### config.mk
export PLATFORM = sky130hd
export DESIGN_NAME = burst_read_sequencer
export DESIGN_NICKNAME = d
export VERILOG_FILES = /design/src/burst_cfg_pkg.sv /design/src/burst_read_sequencer.sv /design/src/pin_sync.sv /design/src/word_fifo.sv
export SDC_FILE = /design/constraint.sdc
export NUM_CORES = 1
export LEC_CHECK = 0
export ABC_AREA = 1
export BUFFER_PORTS_ARGS = -buffer_cell sky130_fd_sc_hd__buf_4
export CAP_MARGIN = 20
export CORE_MARGIN = 2
export CORE_UTILIZATION = 29
export DETAILED_ROUTE_END_ITERATION = 12
export PLACE_DENSITY = 0.48
export SLEW_MARGIN = 10
export SYNTH_ARGS = -nofsm -noshare
export SYNTH_HDL_FRONTEND = slang
export SYNTH_SLANG_ARGS = --single-unit
### constraint.sdc
create_clock -name i_sys_clk -period 2.55 [get_ports i_sys_clk]
set_input_delay 0.1275 -clock i_sys_clk [delete_from_list [all_inputs] [get_ports i_sys_clk]]
set_output_delay 0.1275 -clock i_sys_clk [all_outputs]
set_load 0.1 [all_outputs]
### src/burst_cfg_pkg.sv
// Purpose: shared constants for the synchronous burst read sequencer
// Assumes: 100 MHz system clock, 16-bit words, 23-bit word address
// Notes: configuration field positions, reset value and codes
package burst_cfg_pkg;
  localparam int ADDR_W = 23;
  localparam int DATA_W = 16;
  localparam int CFG_W = 16;
  localparam int FIFO_DEPTH = 8;
  localparam int BOUND_BITS = 4;
  localparam int CLK_PERIOD_NS = 10;
  localparam int INIT_TIME_NS = 1000;
  localparam int INIT_CYCLES = (INIT_TIME_NS + CLK_PERIOD_NS - 1) / CLK_PERIOD_NS;
  localparam logic [CFG_W-1:0] CFG_RESET = 16'h3DDF;
  localparam int CFG_LAT_MSB = 13;
  localparam int CFG_LAT_LSB = 11;
  localparam int CFG_POL = 10;
  localparam int CFG_HOLD = 9;
  localparam int CFG_WTIME = 8;
  localparam int CFG_ORDER = 7;
  localparam int CFG_EDGE = 6;
  localparam int CFG_PINF = 4;
  localparam int CFG_WRAP = 3;
  localparam int CFG_LEN_MSB = 2;
  localparam int CFG_LEN_LSB = 0;
  localparam logic [2:0] LEN_4 = 3'h1;
  localparam logic [2:0] LEN_8 = 3'h2;
  localparam logic [2:0] LEN_16 = 3'h3;
  localparam logic [2:0] LAT_MIN = 3'h2;
  localparam logic [2:0] CNT_ONE = 3'h1;
  localparam logic [4:0] WORDS_4 = 5'h04;
  localparam logic [4:0] WORDS_8 = 5'h08;
  localparam logic [4:0] WORDS_16 = 5'h10;
  localparam logic [4:0] WORD_ONE = 5'h01;
  localparam logic [ADDR_W-1:0] MASK_4 = 23'h00_0003;
  localparam logic [ADDR_W-1:0] MASK_8 = 23'h00_0007;
  localparam logic [ADDR_W-1:0] MASK_16 = 23'h00_000F;
  localparam logic [BOUND_BITS-1:0] BOUND_ZERO = 4'h0;
  typedef enum logic [2:0] {S_IDLE, S_LAT, S_DATA, S_BWAIT, S_END} seq_state_t;
  typedef enum logic [1:0] {F_LOW, F_HIGH, F_DIP} first_address_latch_sequence_state_t;
endpackage

### src/burst_read_sequencer.sv
// Purpose: configuration-driven synchronous burst read sequencer
// Assumes: read clock, enables and address arrive as pins; array answers i_arr_valid
// Notes: pins pass two flops; output timing is in sampled read-clock edges
`timescale 1ns/1ns
module burst_read_sequencer
  import burst_cfg_pkg::*;
(
  input wire logic i_sys_clk,
  input wire logic i_rstn,
  input wire logic i_clk_k,
  input wire logic i_latch_n,
  input wire logic i_chip_en_n,
  input wire logic i_out_en_n,
  input wire logic [ADDR_W-1:0] i_addr,
  input wire logic i_rw_in,
  output logic o_rw_out,
  output logic o_rw_oe,
  output logic [DATA_W-1:0] o_data,
  output logic o_data_valid,
  output logic o_data_oe,
  input wire logic i_cfg_we,
  input wire logic [CFG_W-1:0] i_cfg_wdata,
  output logic [CFG_W-1:0] o_cfg_rdata,
  output logic o_arr_req,
  output logic [ADDR_W-1:0] o_arr_addr,
  input wire logic i_arr_valid,
  input wire logic [DATA_W-1:0] i_arr_data,
  output logic o_first_address_latch_sequence_restart
);
  function automatic logic [ADDR_W-1:0] step_addr(input logic [ADDR_W-1:0] a, input logic wrap,
                                                  input logic [ADDR_W-1:0] m);
    logic [ADDR_W-1:0] inc;
    inc = a + 1'b1;
    step_addr = wrap ? ((a & ~m) | (inc & m)) : inc;
  endfunction

  // address bits settle while latch is low, so skew between bits is harmless
  logic [ADDR_W+4:0] pins_s;
  logic k_s, latch_n_s, chip_n_s, oe_n_s, rw_in_s;
  logic [ADDR_W-1:0] addr_s;
  pin_sync #(.WIDTH(ADDR_W + 5)) u_sync (
    .i_sys_clk(i_sys_clk),
    .i_rstn(i_rstn),
    .i_pin({i_clk_k, i_latch_n, i_chip_en_n, i_out_en_n, i_rw_in, i_addr}),
    .o_sync(pins_s)
  );
  assign {k_s, latch_n_s, chip_n_s, oe_n_s, rw_in_s, addr_s} = pins_s;

  logic [CFG_W-1:0] cfg_reg, act_cfg_reg, act_cfg_next;
  seq_state_t state_reg, state_next;
  first_address_latch_sequence_state_t first_address_latch_sequence_reg;
  logic [2:0] cnt_reg, cnt_next;
  logic [4:0] words_reg, words_next;
  logic [ADDR_W-1:0] out_addr_reg, out_addr_next;
  logic [1:0] bwait_reg, bwait_next;
  logic [DATA_W-1:0] data_reg, data_next;
  logic hold_reg, hold_next, valid_reg, valid_next, ahead_reg, ahead_next;
  logic bdone_reg, bdone_next, first_reg, first_next;
  logic k_d_reg, rw_out_reg, rw_oe_reg, data_oe_reg, first_address_latch_sequence_pulse_reg;
  logic [$clog2(INIT_CYCLES+1)-1:0] init_cnt_reg;
  logic fetch_on_reg, pend_reg, arr_req_reg;
  logic [ADDR_W-1:0] fetch_addr_reg, arr_addr_reg;
  logic [4:0] fetch_cnt_reg;
  logic fifo_in_ready, fifo_out_valid, pop;
  logic [DATA_W-1:0] fifo_data;

  // decoded fields: length, wrap and hold from the burst's own configuration snapshot; pin function and latency from live cfg_reg
  logic [2:0] act_len, lat_live;
  logic act_cont, wrap_en, hold2, pinf_live;
  logic [ADDR_W-1:0] act_mask;
  logic [4:0] act_words;
  assign act_len = act_cfg_reg[CFG_LEN_MSB:CFG_LEN_LSB];
  assign act_cont = !(act_len == LEN_4 || act_len == LEN_8 || act_len == LEN_16);
  assign act_mask = (act_len == LEN_4) ? MASK_4 : (act_len == LEN_8) ? MASK_8 : MASK_16;
  assign act_words = (act_len == LEN_4) ? WORDS_4 : (act_len == LEN_8) ? WORDS_8 : WORDS_16;
  assign wrap_en = !act_cfg_reg[CFG_WRAP] && !act_cont;
  assign hold2 = act_cfg_reg[CFG_HOLD];
  assign pinf_live = cfg_reg[CFG_PINF];
  assign lat_live = (cfg_reg[CFG_LAT_MSB:CFG_LAT_LSB] < LAT_MIN) ? LAT_MIN : cfg_reg[CFG_LAT_MSB:CFG_LAT_LSB];

  logic k_edge, init_busy, first_address_latch_sequence_hit, abort, start;
  assign k_edge = cfg_reg[CFG_EDGE] ? (k_s && !k_d_reg) : (!k_s && k_d_reg);
  assign init_busy = init_cnt_reg != '0;
  assign first_address_latch_sequence_hit = pinf_live && !init_busy && first_address_latch_sequence_reg == F_DIP && rw_in_s;
  assign abort = chip_n_s || init_busy || first_address_latch_sequence_hit;
  assign start = k_edge && !abort && state_reg == S_IDLE && !latch_n_s;

  // next presented address; steps wrap within the block when wrap_en is set, otherwise they are consecutive
  logic [ADDR_W-1:0] pres_addr, pres_step;
  logic boundary, la_end, la_bnd;
  assign pres_addr = first_reg ? out_addr_reg : step_addr(out_addr_reg, wrap_en, act_mask);
  assign pres_step = step_addr(pres_addr, wrap_en, act_mask);
  assign boundary = !first_reg && !wrap_en && !bdone_reg && bwait_reg != '0 &&
                    pres_addr[BOUND_BITS-1:0] == BOUND_ZERO;
  assign la_end = !act_cont && (words_reg + WORD_ONE) == act_words;
  assign la_bnd = !wrap_en && !bdone_reg && bwait_reg != '0 && pres_step[BOUND_BITS-1:0] == BOUND_ZERO;

  always_comb
  begin
    logic present;
    present = 1'b0;
    pop = 1'b0;
    state_next = state_reg;
    cnt_next = cnt_reg;
    words_next = words_reg;
    out_addr_next = out_addr_reg;
    bwait_next = bwait_reg;
    data_next = data_reg;
    hold_next = hold_reg;
    valid_next = valid_reg;
    ahead_next = ahead_reg;
    bdone_next = bdone_reg;
    first_next = first_reg;
    act_cfg_next = act_cfg_reg;
    if (abort)
    begin
      state_next = S_IDLE;
      valid_next = 1'b0;
      ahead_next = 1'b0;
    end
    else if (k_edge)
    begin
      unique case (state_reg)
        S_IDLE:
          if (start)
          begin
            act_cfg_next = cfg_reg;
            out_addr_next = addr_s;
            bwait_next = addr_s[1:0];
            bdone_next = 1'b0;
            words_next = '0;
            first_next = 1'b1;
            cnt_next = lat_live;
            state_next = S_LAT;
          end
        S_LAT, S_BWAIT:
          if (cnt_reg <= CNT_ONE)
            present = 1'b1;
          else
            cnt_next = cnt_reg - CNT_ONE;
        S_DATA:
          if (hold_reg)
            hold_next = 1'b0;
          else if (!act_cont && words_reg == act_words)
          begin
            state_next = S_END;
            valid_next = 1'b0;
          end
          else if (boundary)
          begin
            state_next = S_BWAIT;
            cnt_next = {1'b0, bwait_reg};
            bdone_next = 1'b1;
            valid_next = 1'b0;
          end
          else
            present = 1'b1;
        S_END:
          valid_next = 1'b0;
      endcase
    end
    if (present)
    begin
      valid_next = fifo_out_valid;
      if (fifo_out_valid)
      begin
        pop = 1'b1;
        data_next = fifo_data;
        out_addr_next = pres_addr;
        words_next = words_reg + WORD_ONE;
        hold_next = hold2;
        ahead_next = la_end || la_bnd;
        first_next = 1'b0;
        state_next = S_DATA;
      end
    end
  end

  // pin: ready function drives low while busy; wait function follows data validity
  logic wait_on, rw_oe_next, rw_out_next;
  assign wait_on = (state_reg != S_IDLE && !valid_reg) ||
                   (act_cfg_reg[CFG_WTIME] && ahead_reg && valid_reg);
  assign rw_oe_next = pinf_live ? init_busy : !oe_n_s;
  assign rw_out_next = pinf_live ? 1'b0 : (cfg_reg[CFG_POL] ? wait_on : !wait_on);

  always_ff @(posedge i_sys_clk or negedge i_rstn)
  begin
    if (!i_rstn)
    begin
      state_reg <= S_IDLE;
      cnt_reg <= '0;
      words_reg <= '0;
      out_addr_reg <= '0;
      bwait_reg <= '0;
      data_reg <= '0;
      hold_reg <= 1'b0;
      valid_reg <= 1'b0;
      ahead_reg <= 1'b0;
      bdone_reg <= 1'b0;
      first_reg <= 1'b0;
      act_cfg_reg <= CFG_RESET;
    end
    else
    begin
      state_reg <= state_next;
      cnt_reg <= cnt_next;
      words_reg <= words_next;
      out_addr_reg <= out_addr_next;
      bwait_reg <= bwait_next;
      data_reg <= data_next;
      hold_reg <= hold_next;
      valid_reg <= valid_next;
      ahead_reg <= ahead_next;
      bdone_reg <= bdone_next;
      first_reg <= first_next;
      act_cfg_reg <= act_cfg_next;
    end
  end

  always_ff @(posedge i_sys_clk or negedge i_rstn)
  begin
    if (!i_rstn)
    begin
      cfg_reg <= CFG_RESET;
      k_d_reg <= 1'b0;
      rw_out_reg <= 1'b0;
      rw_oe_reg <= 1'b0;
      data_oe_reg <= 1'b0;
      first_address_latch_sequence_pulse_reg <= 1'b0;
      init_cnt_reg <= INIT_CYCLES[$bits(init_cnt_reg)-1:0];
    end
    else
    begin
      if (i_cfg_we)
        cfg_reg <= i_cfg_wdata;
      k_d_reg <= k_s;
      rw_out_reg <= rw_out_next;
      rw_oe_reg <= rw_oe_next;
      data_oe_reg <= !oe_n_s;
      first_address_latch_sequence_pulse_reg <= first_address_latch_sequence_hit;
      if (init_busy)
        init_cnt_reg <= init_cnt_reg - 1'b1;
    end
  end

  always_ff @(posedge i_sys_clk or negedge i_rstn)
  begin
    if (!i_rstn)
      first_address_latch_sequence_reg <= F_LOW;
    else if (!pinf_live || init_busy)
      first_address_latch_sequence_reg <= F_LOW;
    else
      unique case (first_address_latch_sequence_reg)
        F_LOW: if (rw_in_s) first_address_latch_sequence_reg <= F_HIGH;
        F_HIGH: if (!rw_in_s) first_address_latch_sequence_reg <= F_DIP;
        F_DIP: if (rw_in_s) first_address_latch_sequence_reg <= F_HIGH;
      endcase
  end

  // array fetcher runs ahead of the output and fills the FIFO
  logic issue;
  assign issue = fetch_on_reg && !pend_reg && fifo_in_ready && (act_cont || fetch_cnt_reg != act_words);

  always_ff @(posedge i_sys_clk or negedge i_rstn)
  begin
    if (!i_rstn)
    begin
      fetch_on_reg <= 1'b0;
      pend_reg <= 1'b0;
      arr_req_reg <= 1'b0;
      fetch_addr_reg <= '0;
      arr_addr_reg <= '0;
      fetch_cnt_reg <= '0;
    end
    else if (abort || start)
    begin
      fetch_on_reg <= start;
      pend_reg <= 1'b0;
      arr_req_reg <= 1'b0;
      fetch_addr_reg <= addr_s;
      fetch_cnt_reg <= '0;
    end
    else
    begin
      arr_req_reg <= issue;
      if (issue)
      begin
        arr_addr_reg <= fetch_addr_reg;
        fetch_addr_reg <= step_addr(fetch_addr_reg, wrap_en, act_mask);
        fetch_cnt_reg <= fetch_cnt_reg + WORD_ONE;
        pend_reg <= 1'b1;
      end
      else if (i_arr_valid)
        pend_reg <= 1'b0;
    end
  end

  word_fifo #(.WIDTH(DATA_W), .DEPTH(FIFO_DEPTH)) u_fifo (
    .i_sys_clk(i_sys_clk),
    .i_rstn(i_rstn),
    .i_clear(abort || start),
    .i_in_valid(i_arr_valid && pend_reg),
    .o_in_ready(fifo_in_ready),
    .i_in_data(i_arr_data),
    .o_out_valid(fifo_out_valid),
    .i_out_ready(pop),
    .o_out_data(fifo_data)
  );

  assign o_rw_out = rw_out_reg;
  assign o_rw_oe = rw_oe_reg;
  assign o_data = data_reg;
  assign o_data_valid = valid_reg;
  assign o_data_oe = data_oe_reg;
  assign o_cfg_rdata = cfg_reg;
  assign o_arr_req = arr_req_reg;
  assign o_arr_addr = arr_addr_reg;
  assign o_first_address_latch_sequence_restart = first_address_latch_sequence_pulse_reg;

  AST_HOLD_TWO: assert property (@(posedge i_sys_clk) disable iff (!i_rstn)
    (k_edge && !abort && state_reg == S_DATA && valid_reg && hold_reg) |=> (valid_reg && $stable(data_reg)))
    else $error("second hold clock lost the word");
  AST_WAIT_IN_LAT: assert property (@(posedge i_sys_clk) disable iff (!i_rstn)
    (state_reg == S_LAT && !pinf_live && !oe_n_s && $stable(cfg_reg)) |=> (o_rw_oe && o_rw_out == cfg_reg[CFG_POL]))
    else $error("wait not asserted during latency");
  AST_WAIT_EARLY: assert property (@(posedge i_sys_clk) disable iff (!i_rstn)
    (valid_reg && ahead_reg && act_cfg_reg[CFG_WTIME] && !pinf_live && !oe_n_s && $stable(cfg_reg))
    |=> (o_rw_out == cfg_reg[CFG_POL]))
    else $error("early wait missing");
  AST_START_ON_EDGE: assert property (@(posedge i_sys_clk) disable iff (!i_rstn)
    (state_reg == S_IDLE ##1 state_reg == S_LAT) |-> $past(k_edge))
    else $error("burst started off the active edge");
  AST_READY_LOW: assert property (@(posedge i_sys_clk) disable iff (!i_rstn)
    (init_busy && pinf_live) |=> (o_rw_oe && !o_rw_out))
    else $error("pin released before configuration done");
  AST_FIRST_ADDRESS_LATCH_SEQUENCE: assert property (@(posedge i_sys_clk) disable iff (!i_rstn)
    first_address_latch_sequence_hit |=> (state_reg == S_IDLE && o_first_address_latch_sequence_restart))
    else $error("restart pulse not honoured");
  AST_WRAP_BLOCK: assert property (@(posedge i_sys_clk) disable iff (!i_rstn)
    (pop && wrap_en && !first_reg) |=> ((out_addr_reg & ~act_mask) == $past(out_addr_reg & ~act_mask)))
    else $error("wrapped burst left its block");
  AST_SEQ_STEP: assert property (@(posedge i_sys_clk) disable iff (!i_rstn)
    (pop && !wrap_en && !first_reg) |=> (out_addr_reg == $past(out_addr_reg) + 1'b1))
    else $error("address not consecutive");
  AST_BOUND_WAIT: assert property (@(posedge i_sys_clk) disable iff (!i_rstn)
    (k_edge && !abort && state_reg == S_DATA && !hold_reg && boundary && (act_cont || words_reg != act_words))
    |=> (state_reg == S_BWAIT && !valid_reg && cnt_reg == {1'b0, $past(bwait_reg)}))
    else $error("boundary wait count wrong");
  AST_BOUND_ONCE: assert property (@(posedge i_sys_clk) disable iff (!i_rstn)
    (state_reg == S_DATA ##1 state_reg == S_BWAIT) |-> !$past(bdone_reg))
    else $error("second boundary wait in one burst");
  AST_END_COUNT: assert property (@(posedge i_sys_clk) disable iff (!i_rstn)
    (state_reg == S_END) |-> (!act_cont && words_reg == act_words))
    else $error("burst ended at wrong length");
  AST_CFG_FROZEN: assert property (@(posedge i_sys_clk) disable iff (!i_rstn)
    (state_reg != S_IDLE && !start) |=> $stable(act_cfg_reg))
    else $error("configuration changed mid-burst");
endmodule

### src/pin_sync.sv
// Purpose: two-flop synchroniser for pin inputs
// Assumes: pins are asynchronous to i_sys_clk
// Notes: first stage is read only by the second stage
`timescale 1ns/1ns
module pin_sync #(
  parameter int WIDTH = 1
) (
  input wire logic i_sys_clk,
  input wire logic i_rstn,
  input wire logic [WIDTH-1:0] i_pin,
  output logic [WIDTH-1:0] o_sync
);
  logic [WIDTH-1:0] meta_reg;
  logic [WIDTH-1:0] sync_reg;

  always_ff @(posedge i_sys_clk or negedge i_rstn)
  begin
    if (!i_rstn)
    begin
      meta_reg <= '0;
      sync_reg <= '0;
    end
    else
    begin
      meta_reg <= i_pin;
      sync_reg <= meta_reg;
    end
  end

  assign o_sync = sync_reg;
endmodule

### src/word_fifo.sv
// Purpose: prefetch FIFO between array reads and the output sequencer
// Assumes: single clock, synchronous clear
// Notes: o_in_ready stalls the array fetcher when full
`timescale 1ns/1ns
module word_fifo #(
  parameter int WIDTH = 16,
  parameter int DEPTH = 8
) (
  input wire logic i_sys_clk,
  input wire logic i_rstn,
  input wire logic i_clear,
  input wire logic i_in_valid,
  output logic o_in_ready,
  input wire logic [WIDTH-1:0] i_in_data,
  output logic o_out_valid,
  input wire logic i_out_ready,
  output logic [WIDTH-1:0] o_out_data
);
  localparam int PW = $clog2(DEPTH);
  logic [WIDTH-1:0] mem [DEPTH];
  logic [PW:0] wr_ptr_reg;
  logic [PW:0] rd_ptr_reg;
  logic push;
  logic pop;
  logic full;
  logic empty;

  assign full = (wr_ptr_reg[PW] != rd_ptr_reg[PW]) && (wr_ptr_reg[PW-1:0] == rd_ptr_reg[PW-1:0]);
  assign empty = wr_ptr_reg == rd_ptr_reg;
  assign push = i_in_valid && !full;
  assign pop = i_out_ready && !empty;
  assign o_in_ready = !full;
  assign o_out_valid = !empty;
  assign o_out_data = mem[rd_ptr_reg[PW-1:0]];

  always_ff @(posedge i_sys_clk)
  begin
    if (push)
      mem[wr_ptr_reg[PW-1:0]] <= i_in_data;
  end

  always_ff @(posedge i_sys_clk or negedge i_rstn)
  begin
    if (!i_rstn)
    begin
      wr_ptr_reg <= '0;
      rd_ptr_reg <= '0;
    end
    else if (i_clear)
    begin
      wr_ptr_reg <= '0;
      rd_ptr_reg <= '0;
    end
    else
    begin
      if (push)
        wr_ptr_reg <= wr_ptr_reg + 1'b1;
      if (pop)
        rd_ptr_reg <= rd_ptr_reg + 1'b1;
    end
  end
endmodule

==> impl_metrics.env, run 1 <==
export IMPL_rows=78
export IMPL_place_area_um2=15260
export IMPL_grt_max_degree=64
export IMPL_synth_nets=1350
export IMPL_drv_slew=0
export IMPL_cts_buffer_depth=3
export IMPL_period_needed_ns=2.306
export IMPL_num_vias=9711
export IMPL_synth_top_cells_by_count="nand2_1, dfrtp_1, inv_1, edfxtp_1, a21oi_1"
export IMPL_cts_root_buf="clkbuf_16"
export IMPL_synth_cells=1273
export IMPL_ys_ff_latch=320
export IMPL_power_leakage_uw=0.007854
export IMPL_power_density_nw_per_um2=837.2
export IMPL_final_nets=1585
export IMPL_drc=0
export IMPL_synth_top_area_share_pct=32.04
export IMPL_hold_viol_final=0
export IMPL_synthArstFlopShare_pct=60.00
export IMPL_synth_most_common_cell="nand2_1"
export IMPL_ys_warn_count=0
export IMPL_dieArea_um2=48060
export IMPL_stdcell_area_um2=17370
export IMPL_grt_pass1_vias=9714
export IMPL_drive_above_1_share_pct=19.13
export IMPL_drt_total_wl_mm=33.84
export IMPL_gr_total_overflow=0
export IMPL_first_pass_iters=5
export IMPL_ys_types=46
export IMPL_irDropWorstVdd_mv=0.7067
export IMPL_maxCapViolCount=0
export IMPL_clock_skew_ns=0.02560
export IMPL_clock_latency_ns=0.54
export IMPL_die_h_um=219.2
export IMPL_syn_area_per_cell_um2=10.55
export IMPL_cts_htree_levels=2
export IMPL_worstPathRequired_ns=2.98
export IMPL_multi_input_area_um2=3990
export IMPL_path_max_fanout=13
export IMPL_arrival_ns=2.73
export IMPL_grt_use_total_pct=14.46
export IMPL_ant_nets=0
export IMPL_num_io_pins=125
export IMPL_drt_iter0_markers=634
export IMPL_ys_dominant_reg_cell="dfrtp_1"
export IMPL_finalCritPeriodShare_pct=90.45
export IMPL_seq_area_um2=8675
export IMPL_hold_class="in -> reg"
export IMPL_fmax_mhz=433.6
export IMPL_cts_tree="yes"
export IMPL_setup_violations_final=0
export IMPL_path_class="reg -> reg"
export IMPL_port_buffers=124
export IMPL_worst_pin_slew_ns=0.6670
export IMPL_cts_sinks=320
export IMPL_viasPerCell=4.542
export IMPL_die_w_um=219.2
export IMPL_start_util_pct=29.47
export IMPL_postCtsSetupBuffers=0
export IMPL_final_setup_tns_ns=0
export IMPL_start_kind="flop"
export IMPL_cts_made_buffers=38
export IMPL_worstSetupEndpointType="flop"
export IMPL_clk_pin_slew_ns=0.06
export IMPL_ys_top_cells_by_area="dfrtp_1, edfxtp_1, nand2_1"
export IMPL_coreArea_um2=45580
export IMPL_grt_pass1_wl_mm=54.05
export IMPL_yosysSeqAreaShare_pct=64.57
export IMPL_outcome="finished, final reports clean"
export IMPL_antenna_found_initial=1
export IMPL_area_growth_pct=29.29
export IMPL_synth_edff_count=128
export IMPL_rsz0062_at_grt="no"
export IMPL_yosysTopAreaCell="dfrtp_1"
export IMPL_post_dp_hpwl_mm=21.70
export IMPL_wire_per_inst_um=15.83
export IMPL_slew_headroom_pct=55.48
export IMPL_nFillCells=4510
export IMPL_gp_congestion=0.8612
export IMPL_holdWs_ns=0.07801
export IMPL_synth_area_um2=13430
export IMPL_largest_reg_flops=128
==> final cells by class <==
class / count / area share, %
tap: 600 / 4.322
antenna: 1 / 0.01441
multi-input combinational: 760 / 22.97
inverter: 144 / 3.112
timing repair buffer: 244 / 12.37
clock inverter: 9 / 0.5403
clock buffer: 60 / 6.721
sequential: 320 / 49.95
==> cell families (layout without fill, tap and decap cells) <==
| logic type | count (synthesis) | in the layout | share of synthesized area [%] |
|---|---|---|---|
| AOI/OAI and AO/OA | 259 | 259 | 11.27 |
| xor gates and xnor gates | 27 | 27 | 1.760 |
| adders and majority gates | 13 | 13 | 1.211 |
| buffers and inverters | 193 | 457 | 5.784 |
| DFF | 320 | 320 | 64.57 |
| muxes | 5 | 5 | 0.4191 |
| other | 0 | 1 | 0 |
| and+or+nand+nor | 456 | 456 | 14.99 |
==> worst max-delay path, cell delays in order, from the launching register on <==
cell and delay (ns):
dfrtp_1 0.36, inv_1 0.12, ha_1 0.16, nand2_1 0.12
nor2_8 0.20, o211ai_4 0.12, nor2_4 0.15, nand3_2 0.11
nand2_4 0.15, inv_2 0.07, nand2_2 0.23, buf_4 0.23
nand2_1 0.06, inv_1 0.05, a21oi_1 0.05
==> worst paths after layout <==
kind / cells after the start / endpoint / startpoint / slack [ns]
max: 14 / fetch_addr_reg[17] / init_cnt_reg[0] / 0.24
min: 2 / o_cfg_rdata[15] / i_cfg_we / 0.08
max reg2reg: 14 / fetch_addr_reg[17] / init_cnt_reg[0] / 0.24
min reg2reg: 0 / u_sync.o_sync[4] / u_sync.meta_reg[4] / 0.34
max in group asynchronous: 3 / init_cnt_reg[2] / i_rstn / 1.63
min in group asynchronous: 2 / o_arr_addr[17] / i_rstn / 0.12
==> per-layer routing <==
metal / up-vias / share of wire (%) / GRT usage (%)
li1: 4777 / - / -
met1: 4697 / 46 / 19.70
met2: 191 / 47 / 23.47
met3: 46 / 4.7 / 2.924
met4: 0 / 1.9 / 3.806
met5: - / 0 / 0
==> repair_timing <==
action,CTS,global route
endpoints found under the setup margin,0,21
hold endpoints to repair,228,0
resized for setup,0,2
hold buffers,84,0
==> cells in the final DEF (no fill, tap or decap), types with 12 or more instances in the layout <==
| cell type | synthesis | final |
|---|---|---|
| dfstp_2 | 20 | 20 |
| o21ai_1 | 29 | 29 |
| nand4_1 | 21 | 21 |
| nand3_1 | 41 | 41 |
| clkbuf_16 | 0 | 41 |
| xor2_1 | 19 | 19 |
| or2_2 | 20 | 20 |
| nor3_1 | 12 | 12 |
| nand2_1 | 264 | 264 |
| a221oi_1 | 33 | 33 |
| dlygate4sd3_1 | 0 | 84 |
| buf_4 | 2 | 151 |
| o211ai_1 | 13 | 13 |
| inv_1 | 137 | 137 |
| o21ai_0 | 67 | 67 |
| ha_1 | 13 | 13 |
| edfxtp_1 | 128 | 128 |
| a21oi_1 | 94 | 94 |
| nor2_1 | 73 | 72 |
| dfrtp_1 | 172 | 171 |
| clkbuf_1 | 27 | 12 |
==> where the power goes <==
part	switching (uW)	leakage [uW]	internal, uW
registers	286	0.00351	5780
clock network	2060	0.000623	3340
logic	2300	0.00372	778
==> per-stage QoR <==
step                      std cells  setup slack, ns  power, uW  util [%]
after floorplan                1273           0.2244       8312         -
after global placement         1984           0.2458       9126     33.47
after detailed placement       1984           0.1667       9147     33.47
after CTS                      2137           0.1619      14780     38.09
after global routing           2138         0.007921      15230     38.11
final                          2138           0.2436      14540     38.11
(Power assumes the default switching activity.)
==> inputs of run 2 (changes only) <==
SYNTH_HIERARCHICAL = 1   (was unset)
==> run 2 against run 1 <==
Compared with the run above: synthesized area about the same; largest power group unchanged; clock skew decreased by 0.0027 ns; setup slack got worse by 0.056 ns; die area about the same; clock power decreased by 0.7%; sequential share of layout area increased by 0.25 points; first-iteration DRC count decreased by 3.0%; total power decreased by 1.7%; sequential cell count unchanged; utilization decreased by 0.19 points.
==> impl_metrics.env, run 2 <==
export IMPL_outcome="finished, final reports clean"
export IMPL_ant_nets=0
export IMPL_path_max_fanout=7
export IMPL_drv_slew=0
export IMPL_num_vias=9841
export IMPL_swShare_pct=31.76
export IMPL_ys_dominant_reg_cell="dfrtp_1"
export IMPL_hold_viol_final=0
export IMPL_utilization_pct=37.92
export IMPL_num_antenna_cells=0
export IMPL_gr_total_overflow=0
export IMPL_dieArea_um2=48090
export IMPL_fin_ws_ns=0.1876
export IMPL_place_ws_ns=0.1273
export IMPL_rsz0062_at_grt="no"
export IMPL_combPwrFrac_pct=20.3
export IMPL_seq_area_um2=8675
export IMPL_ys_ff_latch=320
export IMPL_coreArea_um2=45580
export IMPL_yosysSeqAreaShare_pct=64.53
export IMPL_synth_top_area_share_pct=32.02
export IMPL_largest_reg_flops=128
export IMPL_num_io_pins=125
export IMPL_multi_input_area_um2=4124
export IMPL_irDropWorstVdd_mv=0.9092
export IMPL_clock_latency_ns=0.55
export IMPL_cts_root_buf="clkbuf_16"
export IMPL_ys_types=51
export IMPL_cts_made_buffers=37
export IMPL_grt_pass1_wl_mm=54.28
export IMPL_drt_total_wl_mm=33.88
export IMPL_worstPathRequired_ns=2.98
export IMPL_start_kind="flop"
export IMPL_start_util_pct=29.49
export IMPL_fmax_mhz=423.3
export IMPL_pwr_share_seq_pct=42.2
export IMPL_area_growth_pct=28.56
export IMPL_drt_iter0_markers=615
export IMPL_wire_per_inst_um=15.71
export IMPL_synth_area_um2=13440
export IMPL_path_class="reg -> reg"
export IMPL_clk_pin_slew_ns=0.06
export IMPL_final_common_cell="nand2_1"
export IMPL_gp_congestion=0.8124
export IMPL_cts_buffer_depth=3
export IMPL_clock_skew_ns=0.02289
export IMPL_port_buffers=124
export IMPL_arrival_ns=2.79
export IMPL_syn_area_per_cell_um2=10.35
export IMPL_cts_tree="yes"
export IMPL_p_int_uw=9754
export IMPL_switching_power_uw=4540
export IMPL_power_leakage_uw=0.007555
export IMPL_cts_htree_levels=2
export IMPL_first_pass_iters=5
export IMPL_synthArstFlopShare_pct=60.00
export IMPL_viasPerCell=4.562
export IMPL_die_h_um=219.3
export IMPL_antenna_found_initial=0
export IMPL_drive_above_1_share_pct=18.82
export IMPL_synth_nets=1376
export IMPL_setup_violations_final=0
export IMPL_grt_max_degree=81
export IMPL_yosysTopAreaCell="dfrtp_1"
export IMPL_worst_pin_slew_ns=0.7049
export IMPL_cts_sinks=320
export IMPL_worstSetupEndpointType="flop"
export IMPL_maxCapViolCount=0
export IMPL_synth_edff_count=128
export IMPL_ys_top_cells_by_area="dfrtp_1, edfxtp_1, nand2_1"
export IMPL_ys_warn_count=6
export IMPL_power_density_nw_per_um2=827.2
export IMPL_final_nets=1606
export IMPL_period_needed_ns=2.362
export IMPL_finalCritPeriodShare_pct=92.64
export IMPL_grt_pass1_vias=9851
export IMPL_final_cell_mix="nand2_1, dfrtp_1, buf_4"
export IMPL_drc=0
export IMPL_slew_headroom_pct=53.00
export IMPL_die_w_um=219.3
export IMPL_synth_top_cells_by_count="nand2_1, dfrtp_1, edfxtp_1, o21ai_0, nor2_1"
export IMPL_holdWs_ns=0.07219
export IMPL_hold_class="in -> reg"
export IMPL_synth_most_common_cell="nand2_1"
export IMPL_post_dp_hpwl_mm=21.63
export IMPL_nFillCells=4520
export IMPL_clkPwrFrac_pct=37.5
export IMPL_grt_use_total_pct=14.48
export IMPL_synth_cells=1299
export IMPL_rows=78
==> run 2: per-stage QoR <==
stage | power, uW | setup TNS [ns] | std cells | cell area [um^2]
2_1_floorplan | 8156 | -0.5470 | 1299 | 13440
3_3_place_gp | 8922 | 0 | 2010 | 15230
3_5_place_dp | 8941 | 0 | 2010 | 15230
4_1_cts | 14500 | 0 | 2157 | 17270
5_1_grt | 14950 | 0 | 2157 | 17280
6_report | 14290 | 0 | 2157 | 17280
==> run 2: worst paths after layout <==
check / start / to / slack (ns) / depth (start not counted)
max: fetch_addr_reg[0] / fetch_addr_reg[20] / 0.19 / 12
min: i_cfg_we / o_cfg_rdata[5] / 0.07 / 2
max reg2reg: fetch_addr_reg[0] / fetch_addr_reg[20] / 0.19 / 12
min reg2reg: u_sync/meta_reg[17] / u_sync/o_sync[17] / 0.33 / 0
max in group asynchronous: i_rstn / o_cfg_rdata[10] / 1.55 / 3
min in group asynchronous: i_rstn / o_arr_addr[12] / 0.21 / 2
==> run 2: final cells by class <==
type	instances	share of cell area, %
clock buffer	53	6.241
sequential	320	50.20
clock inverter	14	0.9485
inverter	118	2.599
timing repair buffer	237	11.80
tap	600	4.344
multi-input combinational	815	23.87
==> run 2: logic make-up (layout without fill, tap and decap cells) <==
logic type,count (synthesis),count (layout),synth area share (%)
compound gates,233,233,9.774
xor+xnor,20,20,1.303
fa+ha+maj,13,13,1.210
simple gates,542,542,17.58
buf+inv,164,422,5.017
flops,320,320,64.53
mux,7,7,0.5865
==> run 2: per-layer routing <==
metal / GRT usage [%] / wire length, um / up-vias
met1: 18.85 / 15300 / 4766
met5: 0 / 0 / -
li1: - / - / 4849
met2: 24.27 / 16480 / 181
met4: 4.752 / 722 / 0
met3: 2.647 / 1375 / 45
==> run 2: power by group through the flow <==
stage	clock network, uW	logic (uW)	registers, uW
2_1_floorplan	0	730	7430
3_3_place_gp	0	2800	6120
3_5_place_dp	0	2810	6130
4_1_cts	5540	2930	6030
5_1_grt	5740	3120	6080
6_report	5360	2900	6030
==> run 2: what timing repair did <==
action                                  in CTS  in global routing
hold endpoints to repair                   245                  0
endpoints found under the setup margin       0                 17
buffers inserted                             0                  0
hold buffers                                80                  0
gates resized for setup                      0                  5
==> run 2: worst max-delay path, stage by stage, from the launching register on <==
cell,delay [ns]
dfrtp_2,0.43
ha_1,0.24
inv_1,0.06
nor2_1,0.19
nand3_1,0.18
inv_1,0.20
nand3_1,0.14
nor3_1,0.38
nand3_1,0.12
nand3_1,0.11
nand2_1,0.05
o211ai_1,0.09
nand2_1,0.06
